$ cat src/hdl/fss_cfg.svh
`ifndef FSS_CFG_SVH
`define FSS_CFG_SVH
// command codes of the read-only status registers
`define FSS_CMD_SUM_BYTE  8'h78
`define FSS_CMD_SUM_WORD  8'h79
`define FSS_CMD_VOUT_STAT 8'h7A
// reset values
`define FSS_SUM_RST       16'h0000
`define FSS_VOUT_RST      8'h00
// summary word bit positions
`define FSS_W_VOUT        15
`define FSS_W_IOUT        14
`define FSS_W_INPUT       13
`define FSS_W_MFR         12
`define FSS_W_PG_N        11
`define FSS_W_OTHER       9
`define FSS_W_BUSY        7
`define FSS_W_OFF         6
`define FSS_W_OV          5
`define FSS_W_OC          4
`define FSS_W_VIN_UV      3
`define FSS_W_TEMP        2
`define FSS_W_CML         1
`define FSS_W_NOTA        0
// output-voltage status bit positions
`define FSS_V_OV          7
`define FSS_V_UV          4
`endif

$ cat src/hdl/fss_pkg.sv
`default_nettype none
package fss_pkg;
  typedef logic [15:0] fss_word_type;
  typedef logic [7:0]  fss_byte_type;
endpackage
`default_nettype wire

$ cat src/hdl/fss_status_regs.sv
`include "fss_cfg.svh"
`default_nettype none
module fss_status_regs #(
  parameter int NPAGE = 2,
  parameter int PW    = 1
) (
  // clock and reset
  input  wire logic             clk_sys,
  input  wire logic             rst_n,
  // paged fault events, one-cycle pulses
  input  wire logic [NPAGE-1:0] vout_ov_evt,
  input  wire logic [NPAGE-1:0] vout_uv_evt,
  input  wire logic [NPAGE-1:0] iout_oc_evt,
  input  wire logic [NPAGE-1:0] temp_evt,
  input  wire logic [NPAGE-1:0] busy_evt,
  // global fault events, one-cycle pulses
  input  wire logic             vin_uv_evt,
  input  wire logic             vin_oth_evt,
  input  wire logic             cml_evt,
  input  wire logic             mfr_evt,
  // live per-page levels
  input  wire logic [NPAGE-1:0] pg_n,
  input  wire logic [NPAGE-1:0] out_off,
  // clear of latched faults: page flags per page, global flags on any bit
  input  wire logic [NPAGE-1:0] fault_clr,
  // command read port
  input  wire logic             rd_req,
  input  wire logic [7:0]       rd_cmd,
  input  wire logic [PW-1:0]    rd_page,
  output logic [15:0]           rd_data_q,
  output logic                  rd_ack_q,
  output logic                  rd_err_q
);

  // ****************************************
  // latched fault flags
  // ****************************************
  logic [NPAGE-1:0] ov_q, ov_d, uv_q, uv_d, oc_q, oc_d;
  logic [NPAGE-1:0] tmp_q, tmp_d, bsy_q, bsy_d;
  logic             vuv_q, vuv_d, voth_q, voth_d;
  logic             cml_q, cml_d, mfr_q, mfr_d;
  logic             gclr;

  // set wins over clear so an event in the clear cycle survives
  always_comb begin
    gclr   = |fault_clr;
    ov_d   = (ov_q & ~fault_clr) | vout_ov_evt;
    uv_d   = (uv_q & ~fault_clr) | vout_uv_evt;
    oc_d   = (oc_q & ~fault_clr) | iout_oc_evt;
    tmp_d  = (tmp_q & ~fault_clr) | temp_evt;
    bsy_d  = (bsy_q & ~fault_clr) | busy_evt;
    vuv_d  = (vuv_q & ~gclr) | vin_uv_evt;
    voth_d = (voth_q & ~gclr) | vin_oth_evt;
    cml_d  = (cml_q & ~gclr) | cml_evt;
    mfr_d  = (mfr_q & ~gclr) | mfr_evt;
  end

  // flags reset clear so all nine flag registers start at zero
  always_ff @(posedge clk_sys or negedge rst_n) begin
    if (!rst_n) begin
      ov_q   <= '0;
      uv_q   <= '0;
      oc_q   <= '0;
      tmp_q  <= '0;
      bsy_q  <= '0;
      vuv_q  <= 1'b0;
      voth_q <= 1'b0;
      cml_q  <= 1'b0;
      mfr_q  <= 1'b0;
    end else begin
      ov_q   <= ov_d;
      uv_q   <= uv_d;
      oc_q   <= oc_d;
      tmp_q  <= tmp_d;
      bsy_q  <= bsy_d;
      vuv_q  <= vuv_d;
      voth_q <= voth_d;
      cml_q  <= cml_d;
      mfr_q  <= mfr_d;
    end
  end

  // ****************************************
  // per-page register images
  // ****************************************
  fss_pkg::fss_word_type sum_w  [NPAGE];
  fss_pkg::fss_byte_type vout_st[NPAGE];
  logic                  in_any;

  // images are built from flags, never stored twice, so the byte
  // and the low half of the word cannot drift apart
  always_comb begin
    in_any = vuv_q | voth_q;
    for (int p = 0; p < NPAGE; p++) begin
      vout_st[p]                = `FSS_VOUT_RST;
      vout_st[p][`FSS_V_OV]     = ov_q[p];
      vout_st[p][`FSS_V_UV]     = uv_q[p];
      sum_w[p]                  = `FSS_SUM_RST;
      sum_w[p][`FSS_W_VOUT]     = |vout_st[p];
      sum_w[p][`FSS_W_IOUT]     = oc_q[p];
      sum_w[p][`FSS_W_INPUT]    = in_any;
      sum_w[p][`FSS_W_MFR]      = mfr_q;
      sum_w[p][`FSS_W_PG_N]     = pg_n[p];
      sum_w[p][`FSS_W_OTHER]    = (|vout_st[p]) | oc_q[p] | in_any
                                  | tmp_q[p] | cml_q | mfr_q;
      sum_w[p][`FSS_W_BUSY]     = bsy_q[p];
      sum_w[p][`FSS_W_OFF]      = out_off[p];
      sum_w[p][`FSS_W_OV]       = ov_q[p];
      sum_w[p][`FSS_W_OC]       = oc_q[p];
      sum_w[p][`FSS_W_VIN_UV]   = vuv_q;
      sum_w[p][`FSS_W_TEMP]     = tmp_q[p];
      sum_w[p][`FSS_W_CML]      = cml_q;
      // faults that bits 7:1 do not name; upper byte shows source
      sum_w[p][`FSS_W_NOTA]     = uv_q[p] | voth_q | mfr_q;
    end
  end

  // ****************************************
  // command read port
  // ****************************************
  logic                  pg_ok;
  fss_pkg::fss_word_type sel_w;
  fss_pkg::fss_byte_type sel_v;
  logic [15:0]           rd_data_d;
  logic                  rd_ack_d, rd_err_d;

  // out-of-range page or unknown code answers zero with error,
  // since there is no write path nothing else can go wrong
  always_comb begin
    pg_ok     = 32'(rd_page) < NPAGE;
    sel_w     = pg_ok ? sum_w[rd_page] : `FSS_SUM_RST;
    sel_v     = pg_ok ? vout_st[rd_page] : `FSS_VOUT_RST;
    rd_data_d = 16'h0000;
    rd_ack_d  = rd_req;
    rd_err_d  = rd_req & ~pg_ok;
    if (rd_req && pg_ok) begin
      unique case (rd_cmd)
        `FSS_CMD_SUM_BYTE:  rd_data_d = {8'h00, sel_w[7:0]};
        `FSS_CMD_SUM_WORD:  rd_data_d = sel_w;
        `FSS_CMD_VOUT_STAT: rd_data_d = {8'h00, sel_v};
        default:            rd_err_d  = 1'b1;
      endcase
    end
  end

  // answer one edge after the request
  always_ff @(posedge clk_sys or negedge rst_n) begin
    if (!rst_n) begin
      rd_data_q <= 16'h0000;
      rd_ack_q  <= 1'b0;
      rd_err_q  <= 1'b0;
    end else begin
      rd_data_q <= rd_data_d;
      rd_ack_q  <= rd_ack_d;
      rd_err_q  <= rd_err_d;
    end
  end
endmodule
`default_nettype wire

$ cat config.mk
export PLATFORM = sky130hd
export DESIGN_NAME = fss_status_regs
export DESIGN_NICKNAME = d
export VERILOG_FILES = /design/src/hdl/fss_pkg.sv /design/src/hdl/fss_status_regs.sv
export VERILOG_INCLUDE_DIRS = /design/src /design/src/hdl
export SDC_FILE = /design/constraint.sdc
export NUM_CORES = 1
export LEC_CHECK = 0
export BUFFER_PORTS_ARGS = -buffer_cell sky130_fd_sc_hd__buf_2
export CAP_MARGIN = 20
export CORE_ASPECT_RATIO = 1.25
export CORE_UTILIZATION = 49
export CTS_CLUSTER_DIAMETER = 50
export CTS_CLUSTER_SIZE = 16
export DETAILED_ROUTE_END_ITERATION = 8
export HOLD_SLACK_MARGIN = 0.12
export PLACE_DENSITY = 0.82
export SYNTH_ARGS = -nofsm -noshare
export SYNTH_HDL_FRONTEND = slang
export SYNTH_SLANG_ARGS = --single-unit
$ cat constraint.sdc
create_clock -name clk_sys -period 2.2 [get_ports clk_sys]
set_input_delay 0.55 -clock clk_sys [delete_from_list [all_inputs] [get_ports clk_sys]]
set_output_delay 0.55 -clock clk_sys [all_outputs]
set_load 0.02 [all_outputs]
==> impl_metrics.yaml, run 1 <==
power:
  pwr-share-seq_pct: 58.0
  pwr-share-comb_pct: 9.4
  ir_drop_mv: 0.617
  leakage_nw: 0.841
  p_switching_mw: 0.241
  p_int_mw: 0.770
  clock_power_share_pct: 32.6
  power.density_nw_per_um2: 690
  swShare_pct: 23.8
  p_total_mw: 1.01
setup_path:
  crit_required_ns: 1.65
  crit_buf_inv: 1
  cp_slowest_cell: "dfrtp_1"
  cp-start-kind: "flop"
  path_max_fanout: 1
  max_stage_delay_ns: 0.38
  worst-setup-path-type: "reg2out"
  rr_startpoint: "ov_q[0]"
  crit_path_end_kind: "output pin"
  rr_worst_depth: 3
  r2r-end: "rd_data_q[9]"
  crit_chain: "buf_2"
  cpLargestDelayFamily: "flip-flops"
  arrival_ns: 0.86
  r2r_slack_ns: 0.87
yosys:
  synthMuxAreaShare_pct: 6.09
  synthXorXnorAreaFrac_pct: 0
  syn_area_per_cell_um2: 12.5
  synthAdderAreaFrac_pct: 0
  ys_ff_latch: 30
  synth_edf_count: 0
  yosys.cell_types.count: 25
  syn_inst: 92
  netlist_area_um2: 1150
  synthFlopType: "dfrtp_1"
  synthArstFlopShare_pct: 100
  ys_seq_area_share_pct: 65.2
  synth_compound_area_share_pct: 13.4
  synth_top_family_by_area: "compound AO/OA/AOI/OAI gates"
  synthSimpleGateAreaFrac_pct: 12.1
  ys_warn_count: 0
timing:
  timing.fmax_mhz: 710
  setup_viol: 0
  fin_crit_sh_pct: 64.1
  finClkSkew_ns: 0.00472
  rsz0062_at_grt: "false"
  drv_slew: 0
  slew_headroom_pct: 57.9
  layout_setup_ws_ns: 0.791
  tightest_slew_ns: 0.631
  whs_ns: 0.233
  min_period_ns: 1.41
  finalSetupTns_ns: 0
  hold_violations: 0
cells_and_area:
  n_antenna_cell: 0
  stdcell_area_um2: 1470
  final_common_cell: "buf_2"
  final_util_pct: 66.3
  drive_gt1_share_pct: 37.9
  syn_to_final_growth_pct: 27.4
  final_cell_mix: "47 x buf_2, 30 x dfrtp_1, 13 x a21o_1"
  finalNonFillerCells: 176
  nNetsFinal: 176
clocking:
  htreeDepth: 2
  clock_latency_ns: 0.33
  cts_buffers: 5
  post_cts_resized: 0
  clockBufferDepth: 2
  clkSlewWorstSetupHoldPaths_ns: 0.08
  cts_hold_buf: 0
  postCtsSetupBuffers: 0
  cts-root-buf: "clkbuf_4"
  cts_tree: "built"
  cts_num_sinks: 30
drt:
  wl_um: 2240
  first_pass_iters: 4
  ant_nets: 0
  viasPerCell: 5.04
  wl_per_cell_um: 12.7
  drt-initial-drc-count: 17
  vias: 887
  drc_errors: 0
floorplan:
  io_pins: 50
  row_count: 19
  die_h_um: 56.2
  die_area_um2: 2550
  design.core.area_um2: 2210
  start_util_pct: 52.1
  die_x_um: 45.4
place:
  placed_cells: 168
  place.gp.congestion: 0.838
  preCtsSetupSlack_ns: 0.537
  io_buffers: 47
  placed_area_um2: 1410
  post-dp-hpwl_um: 1720
hold_path:
  hp-class: "in2async"
global_route:
  track_usage_pct: 22.0
  antenna_found_initial: 0
  grt_pass1_vias: 909
  overflow: 0
  grt_first_pass_wirelength_um: 3760
  grt_start_max_net_pins: 31
run_status:
  status: "finished, final reports clean"
run:
  cap_viol_max_count: 0
-- cells in the mapped netlist (2+ instances only) --
cell type  number  area share [%]
dfrtp_1        30              65
a21o_1         13             8.5
nor2_1         12             3.9
mux2i_1         7             6.1
and3_1          4             2.2
buf_4           3             2.0
inv_1           3            0.98
nor2b_1         2             1.1
o22ai_1         2             1.1
-- how the worst max path moves through the flow --
stage	startpoint	depth (start not counted)	slack, ns	endpoint
final	rd_data_q[9]	1	0.79	rd_data_q[9]
after global routing	rd_data_q[9]	1	0.75	rd_data_q[9]
after CTS	rd_data_q[9]	1	0.78	rd_data_q[9]
after detailed placement	rd_page	4	0.54	rd_data_q[9]
after global placement	rd_page	4	0.58	rd_data_q[9]
after floorplan	rd_page	3	0.81	rd_data_q[9]
-- sequential cells by signal (all words and copies together) (netlist names), 2 cells and up --
signal     count
rd_data_q     14
bsy_q          2
oc_q           2
ov_q           2
tmp_q          2
uv_q           2
-- power groups by stage --
stage,Sequential [mW],Combinational [mW],Clock (mW)
6_report,0.587,0.0946,0.330
2_1_floorplan,0.596,0.0468,0
5_1_grt,0.589,0.107,0.365
4_1_cts,0.587,0.0960,0.338
3_3_place_gp,0.596,0.0925,0
3_5_place_dp,0.598,0.0955,0
-- routing by layer --
metal | part of all wire, % | track usage [%] | vias to the layer above
met2 | 53 | 36.4 | 33
met1 | 38 | 21.4 | 429
li1 | - | - | 420
met3 | 6.2 | 9.74 | 5
met4 | 2.8 | 13.0 | 0
met5 | 0 | 0 | -
-- final cells by class --
type / instances / area (um^2)
clock buffer: 7 / 55.1
clock inverter: 1 / 5.00
fill: 192 / 744
inverter: 3 / 11.3
multi-input combinational: 57 / 370
sequential: 30 / 751
tap: 31 / 38.8
timing repair buffer: 47 / 235
-- kinds of logic (layout without fill, tap and decap cells) --
group,after synthesis,count (layout)
DFF,30,30
muxes,7,7
other,1,2
AOI/OAI and AO/OA,21,21
buffers and inverters,6,58
and+or+nand+nor,27,27
Note: power is estimated with default switching activity, not from simulation.
==> inputs of run 2 (changes only) <==
Settings changed: CORE_UTILIZATION 49 to 45, PLACE_DENSITY 0.82 to 0.76.
Clock period 2.2 ns to 1.4 ns, I/O delays scaled along.
==> run 2 against run 1 <==
First-iteration DRC count rose by 12%. Die area rose by 8.5%. Routed wire length rose by 6.0%. Flip-flop and latch count did not move. Via count rose by 2.4%. Sequential share of layout area fell by 0.69 points. Count of clock-buffer cells in the layout did not move. Critical path depth rose by 2. Global-route usage fell by 1.5 points. Setup slack got worse by 0.66 ns. Non-clock buffer count rose by 4. Largest power group unchanged. Highest routed layer unchanged.
==> impl_metrics.yaml, run 2 (synthesized netlist as in run 1, its figures left out) <==
floorplan:
  row_count: 20
  die_h_um: 58.5
  design.core.area_um2: 2430
  io_pins: 50
  die_x_um: 47.2
  die_area_um2: 2770
  start_util_pct: 47.4
setup_path:
  path_max_fanout: 4
  worst-setup-path-type: "reg2reg"
  arrival_ns: 1.48
  crit_path_end_kind: "flop"
  crit_required_ns: 1.61
  cp-start-kind: "flop"
timing:
  tightest_slew_ns: 0.619
  hold_violations: 0
  slew_headroom_pct: 58.8
  drv_slew: 0
  rsz0062_at_grt: "false"
  min_period_ns: 1.27
  setup_viol: 0
  finalSetupTns_ns: 0
  finClkSkew_ns: 0.00454
  timing.fmax_mhz: 785
  whs_ns: 0.176
  fin_crit_sh_pct: 91.0
  layout_setup_ws_ns: 0.126
power:
  ir_drop_mv: 0.886
  power.density_nw_per_um2: 1030
  p_total_mw: 1.53
  leakage_nw: 0.850
clocking:
  postCtsSetupBuffers: 0
  clock_latency_ns: 0.32
  cts_tree: "built"
  cts_num_sinks: 30
  cts_hold_buf: 1
  htreeDepth: 2
  cts-root-buf: "clkbuf_4"
  clockBufferDepth: 2
  clkSlewWorstSetupHoldPaths_ns: 0.08
  post_cts_resized: 0
  cts_buffers: 5
cells_and_area:
  drive_gt1_share_pct: 37.8
  largest_register_ffs: 14
  syn_to_final_growth_pct: 29.1
  final_util_pct: 61.2
  stdcell_area_um2: 1490
  final_common_cell: "buf_2"
  final_cell_mix: "47 x buf_2, 30 x dfrtp_1, 13 x a21o_1"
  n_antenna_cell: 0
  finalNonFillerCells: 181
  nNetsFinal: 180
  regMostFlops: "rd_data_q"
place:
  post-dp-hpwl_um: 1810
  io_buffers: 47
  place.gp.congestion: 0.787
  preCtsSetupSlack_ns: 0.0581
  placed_cells: 173
  placed_area_um2: 1430
drt:
  drt-initial-drc-count: 19
  wl_um: 2380
  first_pass_iters: 4
  ant_nets: 0
  vias: 908
  drc_errors: 0
  viasPerCell: 5.02
  wl_per_cell_um: 13.1
global_route:
  grt_first_pass_wirelength_um: 3800
  grt_start_max_net_pins: 31
  grt_pass1_vias: 937
  antenna_found_initial: 0
  track_usage_pct: 20.4
  overflow: 0
hold_path:
  hp-class: "in2reg"
run_status:
  status: "finished, final reports clean"
run:
  cap_viol_max_count: 0
==> run 2: cell types whose count changed in the layout (fill, tap and decap cells not counted) <==
cell           change
clkbuf_8           -1
clkinv_2           -1
clkbuf_1           +1
buf_4              +3
dlygate4sd3_1      +1
==> run 2: final timing paths <==
| check | start | endpoint | slack [ns] | depth (start not counted) |
|---|---|---|---|---|
| min in group asynchronous | rst_n | rd_data_q[12] | 0.57 | 2 |
| setup / recovery | uv_q[0] | rd_data_q[9] | 0.13 | 3 |
| hold reg to reg | bsy_q[0] | bsy_q[0] | 0.48 | 1 |
| max in group asynchronous | rst_n | rd_data_q[5] | 0.42 | 2 |
| setup reg to reg | uv_q[0] | rd_data_q[9] | 0.13 | 3 |
| hold / removal | rd_req | rd_ack_q | 0.18 | 1 |
==> run 2: layout make-up <==
class / count / area (um^2)
Inverter: 3 / 11.3
Fill cell: 217 / 941
Clock buffer: 7 / 45.0
Sequential cell: 30 / 751
Multi-Input combinational cell: 57 / 370
Tap cell: 33 / 41.3
Timing Repair Buffer: 51 / 268
==> run 2: layer usage <==
layer  share of wire (%)  vias up  global-route usage [%]
li1                    -      431                       -
met1                  41      431                    22.0
met2                  51       40                    33.3
met3                 5.9        6                    6.75
met4                 2.1        0                    12.7
met5                   0        -                       0
==> run 2: critical path: stages (launching register included) <==
cell and delay, ns:
dfrtp_1 0.43, or4_1 0.48, o2bb2ai_1 0.16, a31oi_1 0.09
==> run 2: power by group <==
group / switching (mW) / leakage [nW] / internal, mW
Clock: 0.262 / 0.0254 / 0.189
Combinational: 0.0820 / 0.453 / 0.0784
Sequential: 0.0259 / 0.372 / 0.897
Total: 0.370 / 0.850 / 1.16
==> inputs of run 3 (changes only) <==
Settings changed: RECOVER_POWER set to 50.
==> run 3 against run 2 <==
Routed wire length rose by 0.51%. Register-to-register slack about the same. Combinational power hardly changed. Design area down 0.34%. Die area unchanged.
==> impl_metrics.yaml, run 3 (synthesized netlist as in run 1, its figures left out) <==
run_status:
  status: "finished, final reports clean"
floorplan:
  row_count: 20
  die_h_um: 58.5
  die_area_um2: 2770
  die_x_um: 47.2
  io_pins: 50
  start_util_pct: 47.4
  design.core.area_um2: 2430
cells_and_area:
  largest_register_ffs: 14
  nNetsFinal: 180
  n_antenna_cell: 0
  final_common_cell: "buf_2"
  drive_gt1_share_pct: 36.5
  syn_to_final_growth_pct: 28.7
  regMostFlops: "rd_data_q"
  final_cell_mix: "45 x buf_2, 30 x dfrtp_1, 13 x a21o_1"
setup_path:
  worst-setup-path-type: "reg2reg"
  cp_slowest_cell: "or4_1"
  crit_required_ns: 1.61
  crit_chain: "or4_1 > o2bb2ai_1 > a31oi_1"
  max_stage_delay_ns: 0.48
  cp-start-kind: "flop"
  path_max_fanout: 4
  arrival_ns: 1.47
  crit_path_end_kind: "flop"
global_route:
  grt_start_max_net_pins: 31
  track_usage_pct: 20.4
  antenna_found_initial: 0
  grt_pass1_vias: 937
  overflow: 0
  grt_first_pass_wirelength_um: 3800
clocking:
  cts_buffers: 5
  clockBufferDepth: 2
  cts_num_sinks: 30
  clock_latency_ns: 0.32
  clkSlewWorstSetupHoldPaths_ns: 0.08
  cts_tree: "built"
  cts-root-buf: "clkbuf_4"
  htreeDepth: 2
drt:
  drc_errors: 0
  vias: 916
  drt-initial-drc-count: 24
  first_pass_iters: 4
  viasPerCell: 5.06
  wl_per_cell_um: 13.2
  wl_um: 2390
  ant_nets: 0
timing:
  min_period_ns: 1.26
  tightest_slew_ns: 0.691
  whs_ns: 0.196
  slew_headroom_pct: 54.0
  layout_setup_ws_ns: 0.137
  rsz0062_at_grt: "false"
  drv_slew: 0
  hold_violations: 0
  finalSetupTns_ns: 0
  setup_viol: 0
  timing.fmax_mhz: 792
  finClkSkew_ns: 0.00316
  fin_crit_sh_pct: 90.2
place:
  io_buffers: 47
  place.gp.congestion: 0.787
  preCtsSetupSlack_ns: 0.0581
  post-dp-hpwl_um: 1810
power:
  leakage_nw: 0.842
  ir_drop_mv: 0.889
  power.density_nw_per_um2: 1040
run:
  cap_viol_max_count: 0
hold_path:
  hp-class: "in2reg"
-- run 3: cell count changes in the layout (fill, tap and decap cells not counted) --
| cell | previous run | this run |
|---|---|---|
| buf_4 | 3 | 1 |
| clkbuf_4 | 5 | 6 |
| clkbuf_1 | 2 | 4 |
| buf_2 | 47 | 45 |
| and2_1 | 1 | 0 |
| and2_0 | 0 | 1 |
| clkbuf_2 | 0 | 1 |
-- run 3: final cells by class --
cell class | instances | area [um^2]
Multi-Input combinational cell | 57 | 370
Timing Repair Buffer | 51 | 263
Inverter | 3 | 11.3
Tap cell | 33 | 41.3
Clock buffer | 7 | 45.0
Sequential cell | 30 | 751
Fill cell | 220 | 946
-- run 3: final timing paths --
kind	cells past startpoint	to	slack, ns	from
worst min register to register	1	bsy_q[0]	0.48	bsy_q[0]
worst max register to register	3	rd_data_q[9]	0.14	uv_q[0]
worst max-delay path	3	rd_data_q[9]	0.14	uv_q[0]
worst min-delay path	1	rd_ack_q	0.20	rd_req
max in group asynchronous	2	uv_q[1]	0.36	rst_n
min in group asynchronous	2	rd_data_q[12]	0.60	rst_n
-- run 3: critical path, delay by kind of cell (launching register included) --
| family | cells | cell delay (ns) |
|---|---|---|
| compound gates | 2 | 0.25 |
| flops | 1 | 0.43 |
| simple gates | 1 | 0.48 |
-- run 3: repair_timing --
item / CTS / global route
hold buffers: 1 / 0
setup buffers: 0 / 0
endpoints found under the hold margin: 30 / 0
gates resized for setup: 0 / 0
-- run 3: routing by layer --
layer	track usage, %	wire length (um)	part of all wire, %	vias up
met5	0	0	0	-
met4	12.7	53	2.2	0
met1	22.0	966	40	437
li1	-	-	-	429
met3	6.75	155	6.5	5
met2	33.3	1210	51	45
-- run 3: stage by stage --
step	power (mW)	utilization, %	cell area (um^2)	instances
floorplan	1.01	-	1150	93
global placement	1.09	59.0	1430	173
detailed placement	1.10	59.0	1430	173
CTS	1.55	61.2	1490	181
global route	1.60	61.0	1480	181
finish	1.53	61.0	1480	181
-- run 3: power by group --
part | internal [mW] | switching (mW) | total, mW
Clock | 0.189 | 0.264 | 0.453
Combinational | 0.0762 | 0.0821 | 0.158
Sequential | 0.897 | 0.0257 | 0.922
Total | 1.16 | 0.372 | 1.53
